**src/hdl/rps_defines.svh**
```systemverilog
`ifndef RPS_DEFINES_SVH
`define RPS_DEFINES_SVH

// =====================================================================
// clock rates
`define RPS_CLK_HZ        20000000
`define RPS_OSC_HZ        20000000

// =====================================================================
// times in oscillator cycles and derived clk_sys counts
`define RPS_T_WDRS_OSC    512
`define RPS_T_EXDLY_OSC   32
`define RPS_T_BOOTH_OSC   200
`define RPS_T_LOCK_OSC    131072
`define RPS_WDRS_CYC      ((`RPS_T_WDRS_OSC * (`RPS_CLK_HZ / 1000)) / (`RPS_OSC_HZ / 1000))
`define RPS_EXDLY_CYC     ((`RPS_T_EXDLY_OSC * (`RPS_CLK_HZ / 1000)) / (`RPS_OSC_HZ / 1000))
`define RPS_BOOTH_CYC     ((`RPS_T_BOOTH_OSC * (`RPS_CLK_HZ / 1000)) / (`RPS_OSC_HZ / 1000))
`define RPS_LOCK_CYC      ((`RPS_T_LOCK_OSC * (`RPS_CLK_HZ / 10000)) / (`RPS_OSC_HZ / 10000))

// =====================================================================
// widths, codes, reset values
`define RPS_CNT_W         18
`define RPS_RATIO_W       16
`define RPS_BOOT_W        4
`define RPS_RATIO_X2      16'h0004
`define RPS_RATIO_X4      16'h0008
`define RPS_RATIO_RST     16'h0000
`define RPS_MULT_X2       3'h2
`define RPS_MULT_X4       3'h4
`define RPS_MULT_X1       3'h1
`define RPS_BOOT_MEM_PAT  4'hF

`endif

```
**src/hdl/rps_pkg.sv**
```systemverilog
package rps_pkg;

   // =====================================================================
   // reset sequence states
   typedef enum logic [2:0] {
      RPS_ST_HELD = 3'b001,
      RPS_ST_WAIT = 3'b010,
      RPS_ST_RUN  = 3'b100
   } rps_state_type;

   // =====================================================================
   // system clock source
   typedef enum logic [3:0] {
      RPS_SRC_OSC  = 4'b0001,
      RPS_SRC_HALF = 4'b0010,
      RPS_SRC_PLL  = 4'b0100,
      RPS_SRC_LIMP = 4'b1000
   } rps_clksrc_type;

endpackage

```
**src/hdl/rps_counter.sv**
```systemverilog
`timescale 1ns/1ns
`include "rps_defines.svh"

module rps_counter #(
   parameter int W = `RPS_CNT_W
) (
   // clock and reset
   input  wire logic         clk_sys,
   input  wire logic         rstn,
   input  wire logic         clk_en,
   // control
   input  wire logic         load,
   input  wire logic [W-1:0] load_val,
   // status
   output logic              busy,
   output logic              done
);

   logic [W-1:0] cnt_r;
   logic         done_r;

   // =====================================================================
   // down counter, busy for exactly load_val cycles
   always_ff @(posedge clk_sys) begin
      if (!rstn) begin
         cnt_r <= '0;
      end else if (clk_en) begin
         if (load) begin
            cnt_r <= load_val;
         end else if (cnt_r != '0) begin
            cnt_r <= cnt_r - W'(1);
         end
      end
   end

   always_ff @(posedge clk_sys) begin
      if (!rstn) begin
         done_r <= 1'b0;
      end else if (clk_en) begin
         done_r <= (cnt_r == W'(1)) && !load;
      end
   end

   assign busy = (cnt_r != '0);
   assign done = done_r;

endmodule

```
**src/hdl/rps_sequencer.sv**
```systemverilog
`timescale 1ns/1ns
`include "rps_defines.svh"

module rps_sequencer
   import rps_pkg::*;
#(
   parameter int LOCK_CYCLES = `RPS_LOCK_CYC
) (
   // clock and reset
   input  wire logic                       clk_sys,
   input  wire logic                       rstn,
   input  wire logic                       clk_en,
   // reset pin, open drain
   input  wire logic                       external_reset_pin_n_in,
   output logic                            external_reset_pin_n_out,
   output logic                            external_reset_pin_oe,
   // watchdog
   input  wire logic                       watchdog_trigger,
   // boot mode pins
   input  wire logic [`RPS_BOOT_W-1:0]     boot_mode_pins,
   // ratio control write
   input  wire logic                       pll_ratio_control_wr,
   input  wire logic [`RPS_RATIO_W-1:0]    pll_ratio_control_data,
   // clock configuration
   input  wire logic                       oscillator_missing,
   input  wire logic                       clock_output_enable,
   // sequence status
   output logic                            core_reset_n,
   output logic                            bus_active,
   output logic                            boot_valid,
   output logic [`RPS_BOOT_W-1:0]          boot_mode,
   output logic                            boot_to_memory,
   // clock status
   output rps_pkg::rps_clksrc_type         system_clock_source,
   output logic [2:0]                      system_clock_mult,
   output logic                            pll_locking,
   output logic                            clock_output_pin
);

   import rps_pkg::*;

   // =====================================================================
   // input synchronisers
   logic                   rst_s1_r, rst_s2_r;
   logic [`RPS_BOOT_W-1:0] boot_s1_r, boot_s2_r;
   logic                   limp_s1_r, limp_s2_r;

   always_ff @(posedge clk_sys) begin
      if (!rstn) begin
         rst_s1_r  <= 1'b0;
         rst_s2_r  <= 1'b0;
         boot_s1_r <= '0;
         boot_s2_r <= '0;
         limp_s1_r <= 1'b0;
         limp_s2_r <= 1'b0;
      end else if (clk_en) begin
         rst_s1_r  <= external_reset_pin_n_in;
         rst_s2_r  <= rst_s1_r;
         boot_s1_r <= boot_mode_pins;
         boot_s2_r <= boot_s1_r;
         limp_s1_r <= oscillator_missing;
         limp_s2_r <= limp_s1_r;
      end
   end

   // =====================================================================
   // counters
   logic wd_load, wd_busy;
   logic ex_load, ex_done;
   logic lk_load, lk_busy, lk_done;
   // loads are one short: every output behind a counter is registered one cycle later

   rps_counter #(.W(`RPS_CNT_W)) u_wd_cnt (
      .clk_sys  (clk_sys),
      .rstn     (rstn),
      .clk_en   (clk_en),
      .load     (wd_load),
      .load_val (`RPS_CNT_W'(`RPS_WDRS_CYC - 1)),
      .busy     (wd_busy),
      .done     ()
   );

   rps_counter #(.W(`RPS_CNT_W)) u_ex_cnt (
      .clk_sys  (clk_sys),
      .rstn     (rstn),
      .clk_en   (clk_en),
      .load     (ex_load),
      .load_val (`RPS_CNT_W'(`RPS_EXDLY_CYC - 1)),
      .busy     (),
      .done     (ex_done)
   );

   rps_counter #(.W(`RPS_CNT_W)) u_lk_cnt (
      .clk_sys  (clk_sys),
      .rstn     (rstn),
      .clk_en   (clk_en),
      .load     (lk_load),
      .load_val (`RPS_CNT_W'(LOCK_CYCLES - 1)),
      .busy     (lk_busy),
      .done     (lk_done)
   );

   // =====================================================================
   // reset sequence
   rps_state_type st_r, st_nxt;
   logic          pin_low;

   // pin low from board or from our own watchdog drive; the loop back keeps
   // the core held until the stretched pulse has really ended on the wire
   assign pin_low = !rst_s2_r || wd_busy;

   assign wd_load = watchdog_trigger && !wd_busy && (st_r == RPS_ST_RUN);

   always_comb begin
      st_nxt = st_r;
      case (st_r)
         RPS_ST_HELD: begin
            if (!pin_low) begin
               st_nxt = RPS_ST_WAIT;
            end
         end
         RPS_ST_WAIT: begin
            if (pin_low) begin
               st_nxt = RPS_ST_HELD;
            end else if (ex_done) begin
               st_nxt = RPS_ST_RUN;
            end
         end
         RPS_ST_RUN: begin
            if (pin_low || wd_load) begin
               st_nxt = RPS_ST_HELD;
            end
         end
         default: begin
            st_nxt = RPS_ST_HELD;
         end
      endcase
   end

   assign ex_load = (st_r == RPS_ST_HELD) && !pin_low;

   always_ff @(posedge clk_sys) begin
      if (!rstn) begin
         st_r <= RPS_ST_HELD;
      end else if (clk_en) begin
         st_r <= st_nxt;
      end
   end

   always_ff @(posedge clk_sys) begin
      if (!rstn) begin
         external_reset_pin_n_out <= 1'b0;
         external_reset_pin_oe    <= 1'b0;
         core_reset_n             <= 1'b0;
         bus_active               <= 1'b0;
      end else if (clk_en) begin
         external_reset_pin_n_out <= 1'b0;
         external_reset_pin_oe    <= wd_load || (wd_busy && !(st_r == RPS_ST_WAIT));
         core_reset_n             <= (st_nxt != RPS_ST_HELD);
         bus_active               <= (st_nxt == RPS_ST_RUN);
      end
   end

   // =====================================================================
   // boot mode capture
   // sampled at the end of the release delay, well inside the pin hold time
   always_ff @(posedge clk_sys) begin
      if (!rstn) begin
         boot_valid     <= 1'b0;
         boot_mode      <= '0;
         boot_to_memory <= 1'b0;
      end else if (clk_en) begin
         if (st_nxt == RPS_ST_HELD) begin
            boot_valid <= 1'b0;
         end else if (st_r == RPS_ST_WAIT && ex_done) begin
            boot_valid     <= 1'b1;
            boot_mode      <= boot_s2_r;
            boot_to_memory <= (boot_s2_r == `RPS_BOOT_MEM_PAT);
         end
      end
   end

   // =====================================================================
   // ratio control and lock-up
   logic [`RPS_RATIO_W-1:0] ratio_r;
   logic [2:0]              mult_nxt;

   assign lk_load = pll_ratio_control_wr && core_reset_n;

   always_ff @(posedge clk_sys) begin
      if (!rstn) begin
         ratio_r <= `RPS_RATIO_RST;
      end else if (clk_en) begin
         if (!core_reset_n) begin
            ratio_r <= `RPS_RATIO_RST;
         end else if (lk_load) begin
            ratio_r <= pll_ratio_control_data;
         end
      end
   end

   always_comb begin
      case (ratio_r)
         `RPS_RATIO_X2: mult_nxt = `RPS_MULT_X2;
         `RPS_RATIO_X4: mult_nxt = `RPS_MULT_X4;
         default:       mult_nxt = `RPS_MULT_X1;
      endcase
   end

   // =====================================================================
   // clock source select and output pin
   rps_clksrc_type src_want;
   logic           half_r;

   always_comb begin
      if (limp_s2_r) begin
         src_want = RPS_SRC_LIMP;
      end else if (lk_busy || lk_load) begin
         src_want = RPS_SRC_HALF;
      end else if (mult_nxt != `RPS_MULT_X1) begin
         src_want = RPS_SRC_PLL;
      end else begin
         src_want = RPS_SRC_OSC;
      end
   end

   always_ff @(posedge clk_sys) begin
      if (!rstn) begin
         half_r <= 1'b0;
      end else if (clk_en) begin
         half_r <= !half_r;
      end
   end

   always_ff @(posedge clk_sys) begin
      if (!rstn) begin
         system_clock_source <= RPS_SRC_OSC;
         system_clock_mult   <= `RPS_MULT_X1;
         pll_locking         <= 1'b0;
      end else if (clk_en) begin
         pll_locking <= lk_busy || lk_load;
         if (half_r) begin
            system_clock_source <= src_want;
            if (lk_done || !(lk_busy || lk_load)) begin
               system_clock_mult <= mult_nxt;
            end
         end
      end
   end

   always_ff @(posedge clk_sys) begin
      if (!rstn) begin
         clock_output_pin <= 1'b0;
      end else if (clk_en) begin
         clock_output_pin <= clock_output_enable && !half_r;
      end
   end

endmodule

```
**config.mk**
```make
export PLATFORM = sky130hd
export DESIGN_NAME = rps_sequencer
export DESIGN_NICKNAME = d
export VERILOG_FILES = /design/src/hdl/rps_pkg.sv /design/src/hdl/rps_counter.sv /design/src/hdl/rps_sequencer.sv
export VERILOG_INCLUDE_DIRS = /design/src /design/src/hdl
export SDC_FILE = /design/constraint.sdc
export NUM_CORES = 1
export LEC_CHECK = 0
export BUFFER_PORTS_ARGS = -buffer_cell sky130_fd_sc_hd__buf_2
export CAP_MARGIN = 20
export CORE_ASPECT_RATIO = 2
export CORE_MARGIN = 10
export CORE_UTILIZATION = 45
export DETAILED_ROUTE_END_ITERATION = 10
export HOLD_SLACK_MARGIN = 0.02
export PLACE_DENSITY_LB_ADDON = 0.25
export SYNTH_ARGS = -nofsm -noshare
export SYNTH_HDL_FRONTEND = slang
export SYNTH_SLANG_ARGS = --single-unit
```
**constraint.sdc**
```tcl
create_clock -name clk_sys -period 2.19 [get_ports clk_sys]
set_input_delay 0.219 -clock clk_sys [delete_from_list [all_inputs] [get_ports clk_sys]]
set_output_delay 0.219 -clock clk_sys [all_outputs]
set_load 0.02 [all_outputs]
```
==> impl_metrics.json, run 1 <==
{
  "arrival_ns": 2.30,
  "dp.cells": 756,
  "leakagePower_nw": 2.24,
  "rsz0062_at_grt": "false",
  "relSlewSlack_pct": 64.8,
  "setup_tns_ns": 0,
  "critPathTopFamily": "simple AND/OR/NAND/NOR gates",
  "async_reset_ff_share_pct": 0,
  "finalCriticalPeriod_ns": 2.06,
  "grtUsageTotal_pct": 15.6,
  "ys.flop_type": "dfxtp_1",
  "port_buffers": 45,
  "die_h_um": 169,
  "p_sw_share_pct": 41.9,
  "row_count": 54,
  "wl_per_cell_um": 16.1,
  "antenna_left": 0,
  "clk_latency_ns": 0.35,
  "grt_pass1_vias": 4396,
  "seqPwrFrac_pct": 32.1,
  "maxCapViolations": 0,
  "numClockSinks": 106,
  "clk_path_buf_depth": 2,
  "yosysWarnings": 0,
  "synth_edf_count": 0,
  "netlist.area_leader.share_pct": 42.6,
  "start_kind": "register",
  "antenna_found_initial": 0,
  "ios": 47,
  "skew_ns": 0.00644,
  "min_period_over_period_pct": 94.1,
  "die_x_um": 94.4,
  "cts_tree": "yes",
  "setup_violations": 0,
  "cp-end-kind": "register",
  "worstSetupPathType": "register to register",
  "maxSlewViolCount": 0,
  "dr.first_iter.drc_count": 241,
  "ir_drop_v": 0.00102,
  "grt_first_pass_wirelength_um": 20500,
  "vias": 4569,
  "clockPowerShare_pct": 17.8,
  "drc": 0,
  "nFillCells": 1007,
  "crit_start": "u_wd_cnt.cnt_r[0]",
  "powerDensity_nw_per_um2": 1560,
  "status": "complete, no violations",
  "synth_top_cells_by_area": "dfxtp_1 43%, nor2_1 5.7%, mux2i_1 3.8%",
  "critPathSlowestCell": "or4b_4",
  "timing_hold_violations_final": 0,
  "intPower_mw": 5.31,
  "hp-class": "input port to register",
  "layoutNonFillerInstCount": 774,
  "p_sw_mw": 3.83,
  "numCtsBuffers": 9,
  "dieArea_um2": 15900,
  "critPathMaxStageDelay_ns": 0.56,
  "core-area_um2": 10900,
  "cp_max_fo": 5,
  "tightest_slew_ns": 0.515,
  "drive_gt1_share_pct": 19.1,
  "required_ns": 2.43,
  "area_growth_pct": 17.4,
  "antennaDiodeCount": 0,
  "clkTransAtPathRegs_ns": 0.07,
  "grt_max_degree": 50,
  "worstReg2RegStart": "u_wd_cnt.cnt_r[0]",
  "synth_cells": 574,
  "viasPerCell": 5.90,
  "critical_path_buf_inv_count": 0,
  "syn_area_um2": 4980,
  "drtPass1Iterations": 6,
  "ys_ff_latch": 106,
  "root_buffer": "clkbuf_16",
  "ys_seq_area_share_pct": 42.6,
  "synth.largest_area_cell": "dfxtp_1",
  "nets": 664,
  "fmax_ghz": 0.485,
  "cts_max_level": 3,
  "ctsHoldBuffers": 0,
  "crit_chain": "or4b_4 > or4_4 > a311oi_2 > xnor2_1 > nor2_2",
  "place.gp.congestion": 0.896,
  "hpwl_um": 9110,
  "hp-start": "boot_mode_pins[1]",
  "yosysUniqueCellTypes": 65,
  "synth_fp_nets": 608,
  "grt_overflow_total": 0,
  "combPwrFrac_pct": 50.1,
  "routed_wl_um": 12500,
  "start_util_pct": 45.8,
  "avgSynthCellArea_um2": 8.68
}
[cell usage in the layout, fill, tap and decap left out, types with 15 or more instances in the layout]
cell type,synthesis,final
dfxtp_1,106,106
nor2_1,76,76
buf_2,6,45
nand2_1,39,38
a21oi_1,31,31
buf_4,2,31
mux2i_1,19,19
nand3_1,18,18
a22oi_1,17,17
nor4_1,20,16
a211oi_1,16,16
xnor2_1,16,16
o21ai_0,15,15
nor3_1,16,15
[area by class of cell]
class                           count  area [um^2]  share of cell area (%)
Clock inverter                      6         75.1                    1.28
Timing Repair Buffer               77          478                    8.18
Clock buffer                        9          225                    3.85
Sequential cell                   106         2120                    36.3
Inverter                           11         41.3                   0.706
Tap cell                          140          175                    3.00
Multi-Input combinational cell    425         2730                    46.7
[per-stage QoR]
step                      worst slack, ns  hold slack, ns  util (%)  power (mW)  cell area [um^2]
after floorplan                     0.219           0.366         -        6.07              4980
after global placement              0.167           0.440      50.3        7.19              5470
after detailed placement           0.0519           0.449      50.3        7.34              5470
after CTS                          0.0527          0.0989      53.0        9.02              5770
after global routing               0.0302           0.112      53.7        9.83              5840
final                               0.129           0.107      53.7        9.14              5840
[final timing paths]
path / to / slack [ns] / cells past startpoint
max reg2reg: u_wd_cnt.cnt_r[9] / 0.13 / 5
min: boot_s1_r[1] / 0.11 / 3
min reg2reg: boot_mode[3] / 0.46 / 2
max: u_wd_cnt.cnt_r[9] / 0.13 / 5
[cell usage after synthesis (3+ instances only)]
cell	instances
dfxtp_1	106
xor2_1	4
nand4_1	13
a311oi_1	3
a21oi_1	31
xnor2_1	16
a211oi_1	16
nor4_1	20
a31oi_1	8
nand2b_1	7
o211ai_1	4
nand2_1	39
and3_1	6
nor3_1	16
a22oi_1	17
nand3_1	18
a31o_2	3
o31ai_1	3
mux2i_1	19
or2_2	3
nand3b_1	5
nor2_1	76
buf_2	6
o21ai_0	15
inv_1	11
and4_1	4
or3_1	12
o21a_1	5
nand4b_1	3
nor3b_1	4
or4_1	3
ha_1	6
clkbuf_1	21
a2111oi_0	6
a211o_1	4
[sequential cells by signal, indices dropped and copies added (netlist names), 3 cells and up]
| name | cells |
|---|---|
| u_ex_cnt.cnt_r | 18 |
| u_lk_cnt.cnt_r | 18 |
| u_wd_cnt.cnt_r | 18 |
| ratio_r | 16 |
| boot_mode | 4 |
| boot_s1_r | 4 |
| boot_s2_r | 4 |
| system_clock_source | 4 |
| st_r | 3 |
| system_clock_mult | 3 |
[power groups by stage]
| stage | sequential, mW | clock (mW) | combinational (mW) |
|---|---|---|---|
| floorplan | 2.84 | 0 | 3.22 |
| global placement | 2.92 | 0 | 4.27 |
| detailed placement | 2.93 | 0 | 4.41 |
| CTS | 2.90 | 1.68 | 4.44 |
| global route | 3.01 | 1.75 | 5.07 |
| finish | 2.94 | 1.63 | 4.58 |
[layer usage]
metal | vias to the layer above | track usage, % | wire, um
li1 | 2237 | - | -
met1 | 2178 | 16.7 | 4890
met2 | 114 | 27.6 | 6720
met3 | 40 | 2.48 | 397
met4 | 0 | 9.04 | 483
met5 | - | 0 | 0
[repair_timing]
action | in CTS | in global routing
setup endpoints to repair | 0 | 29
gates resized for setup | 0 | 9
setup buffers | 0 | 2
[cells by family (layout without fill, tap and decap cells)]
group | Yosys count | in the layout | synth area share (%)
simple gates | 249 | 249 | 26.5
compound gates | 129 | 129 | 18.1
flops | 106 | 106 | 42.6
buf+inv | 43 | 103 | 3.64
xor+xnor | 20 | 20 | 3.52
mux | 20 | 20 | 4.05
fa+ha+maj | 6 | 6 | 1.51
other cells | 1 | 1 | 0.0753
[worst register-to-register path: stages, from the launching register on]
cell,delay (ns)
dfxtp_1,0.35
or4b_4,0.56
or4_4,0.47
a311oi_2,0.35
xnor2_1,0.18
nor2_2,0.04
No activity file was read; power rests on OpenSTA's default activity.
==> run 2: changes to the inputs <==
clock period = 2 ns   (was 2.19 ns; I/O delays follow)
==> impl_metrics.json, run 2 (synthesized netlist as in run 1, its figures left out) <==
{
  "crit_start": "u_wd_cnt.cnt_r[1]",
  "grt_max_degree": 37,
  "grt_pass1_vias": 4630,
  "hp-start": "boot_mode_pins[1]",
  "antenna_left": 0,
  "ctsHoldBuffers": 0,
  "timing_hold_violations_final": 0,
  "skew_ns": 0.00924,
  "antenna_found_initial": 0,
  "fmax_ghz": 0.516,
  "drtPass1Iterations": 6,
  "nets": 691,
  "viasPerCell": 5.79,
  "core-area_um2": 10900,
  "port_buffers": 45,
  "status": "complete, no violations",
  "powerDensity_nw_per_um2": 1780,
  "hpwl_um": 9490,
  "clk_path_buf_depth": 2,
  "drive_gt1_share_pct": 24.5,
  "hold_ws_ns": 0.0892,
  "vias": 4647,
  "grt_first_pass_wirelength_um": 21300,
  "start_util_pct": 45.8,
  "setup_violations": 0,
  "root_buffer": "clkbuf_16",
  "min_period_over_period_pct": 97.0,
  "tightest_slew_ns": 0.494,
  "multi_input_area_um2": 2790,
  "critPathMaxStageDelay_ns": 0.54,
  "finalCriticalPeriod_ns": 1.94,
  "drc": 0,
  "numClockSinks": 106,
  "nFillCells": 995,
  "cp_max_fo": 4,
  "dp.cells": 779,
  "arrival_ns": 2.22,
  "cts_tree": "yes",
  "maxSlewViolCount": 0,
  "final_area_um2": 6130,
  "final_util_pct": 56.4,
  "cp-end-kind": "register",
  "rsz0062_at_grt": "true",
  "top_regs": "u_ex_cnt.cnt_r: 18 flops, u_lk_cnt.cnt_r: 18 flops, u_wd_cnt.cnt_r: 18 flops",
  "cts_max_level": 3,
  "grtUsageTotal_pct": 16.1,
  "regArea_um2": 2120,
  "relSlewSlack_pct": 66.2,
  "routed_wl_um": 12900,
  "wl_per_cell_um": 16.0,
  "leakagePower_nw": 2.40,
  "dieArea_um2": 15900,
  "layoutNonFillerInstCount": 802,
  "ios": 47,
  "antennaDiodeCount": 0,
  "ir_drop_v": 0.00143,
  "die_x_um": 94.4,
  "layout_common_cells": "106 x dfxtp_1, 75 x nor2_1, 56 x buf_4, 45 x buf_2, 38 x nand2_1",
  "setup_slack_ns": 0.0605,
  "crit_chain": "or4b_4 > or4_4 > nor3_4 > a21oi_1 > a211oi_1",
  "clk_latency_ns": 0.35,
  "placed_cell_area_um2": 5670,
  "dr.first_iter.drc_count": 197,
  "grt_overflow_total": 0,
  "critPathSlowestCell": "or4b_4",
  "required_ns": 2.28,
  "numCtsBuffers": 9,
  "clkTransAtPathRegs_ns": 0.08,
  "power_mw": 10.9,
  "place.gp.congestion": 0.879,
  "maxCapViolations": 0,
  "row_count": 54,
  "hp-class": "input port to register",
  "start_kind": "register",
  "setup_tns_ns": 0,
  "area_growth_pct": 23.2,
  "layout_commonest_cell": "dfxtp_1",
  "place_ws_ns": -0.0160,
  "worstSetupPathType": "register to register",
  "die_h_um": 169,
  "worstReg2RegStart": "u_wd_cnt.cnt_r[1]"
}
run 2: cell count changes in the layout (fill, tap and decap cells not counted), moves of 2 or more:
cell       before  now
buf_4          31   56
a2111oi_0       5    3
a2111oi_2       0    2
buf_12          1    3
nor4_1         16   14
nor4_2          5    7
nor4b_1         2    0
nor4b_2         0    2
run 2: final cells by class:
cell class | count | area share, %
Clock buffer | 10 | 3.90
Sequential cell | 106 | 34.6
Multi-Input combinational cell | 425 | 45.6
Tap cell | 140 | 2.86
Inverter | 11 | 0.673
Timing Repair Buffer | 104 | 11.5
Clock inverter | 6 | 0.918
run 2: power by group:
group	switching, mW	leakage (nW)	internal (mW)	total [mW]
clock network	0.853	0.144	0.911	1.76
registers	0.538	0.864	2.62	3.16
logic	3.16	1.39	2.82	5.98
run 2: critical path, delay by kind of cell, from the launching register on:
family	cells	cell delay, ns
AND/OR/NAND/NOR	3	1.20
AO/OA/AOI/OAI	2	0.29
flip-flops	1	0.36
run 2: worst paths after layout:
kind                              to  slack (ns)  cells past startpoint
hold reg to reg         boot_mode[1]        0.46                      2
setup reg to reg  u_wd_cnt.cnt_r[15]        0.06                      5
setup / recovery  u_wd_cnt.cnt_r[15]        0.06                      5
hold / removal          boot_s1_r[1]        0.09                      3
run 2: what timing repair did:
action                     in CTS  in global routing
pin swaps                       0                  6
buffers inserted                0                  6
gates resized for setup         2                 26
setup endpoints to repair       2                 46
run 2: routing by layer:
metal	track usage (%)	wire, um	up-vias	share of wire [%]
met5	0	0	-	0
met1	16.8	5040	2233	39
met2	29.3	6910	82	54
met4	7.31	522	0	4.1
met3	3.37	392	42	3.0
li1	-	-	2290	-
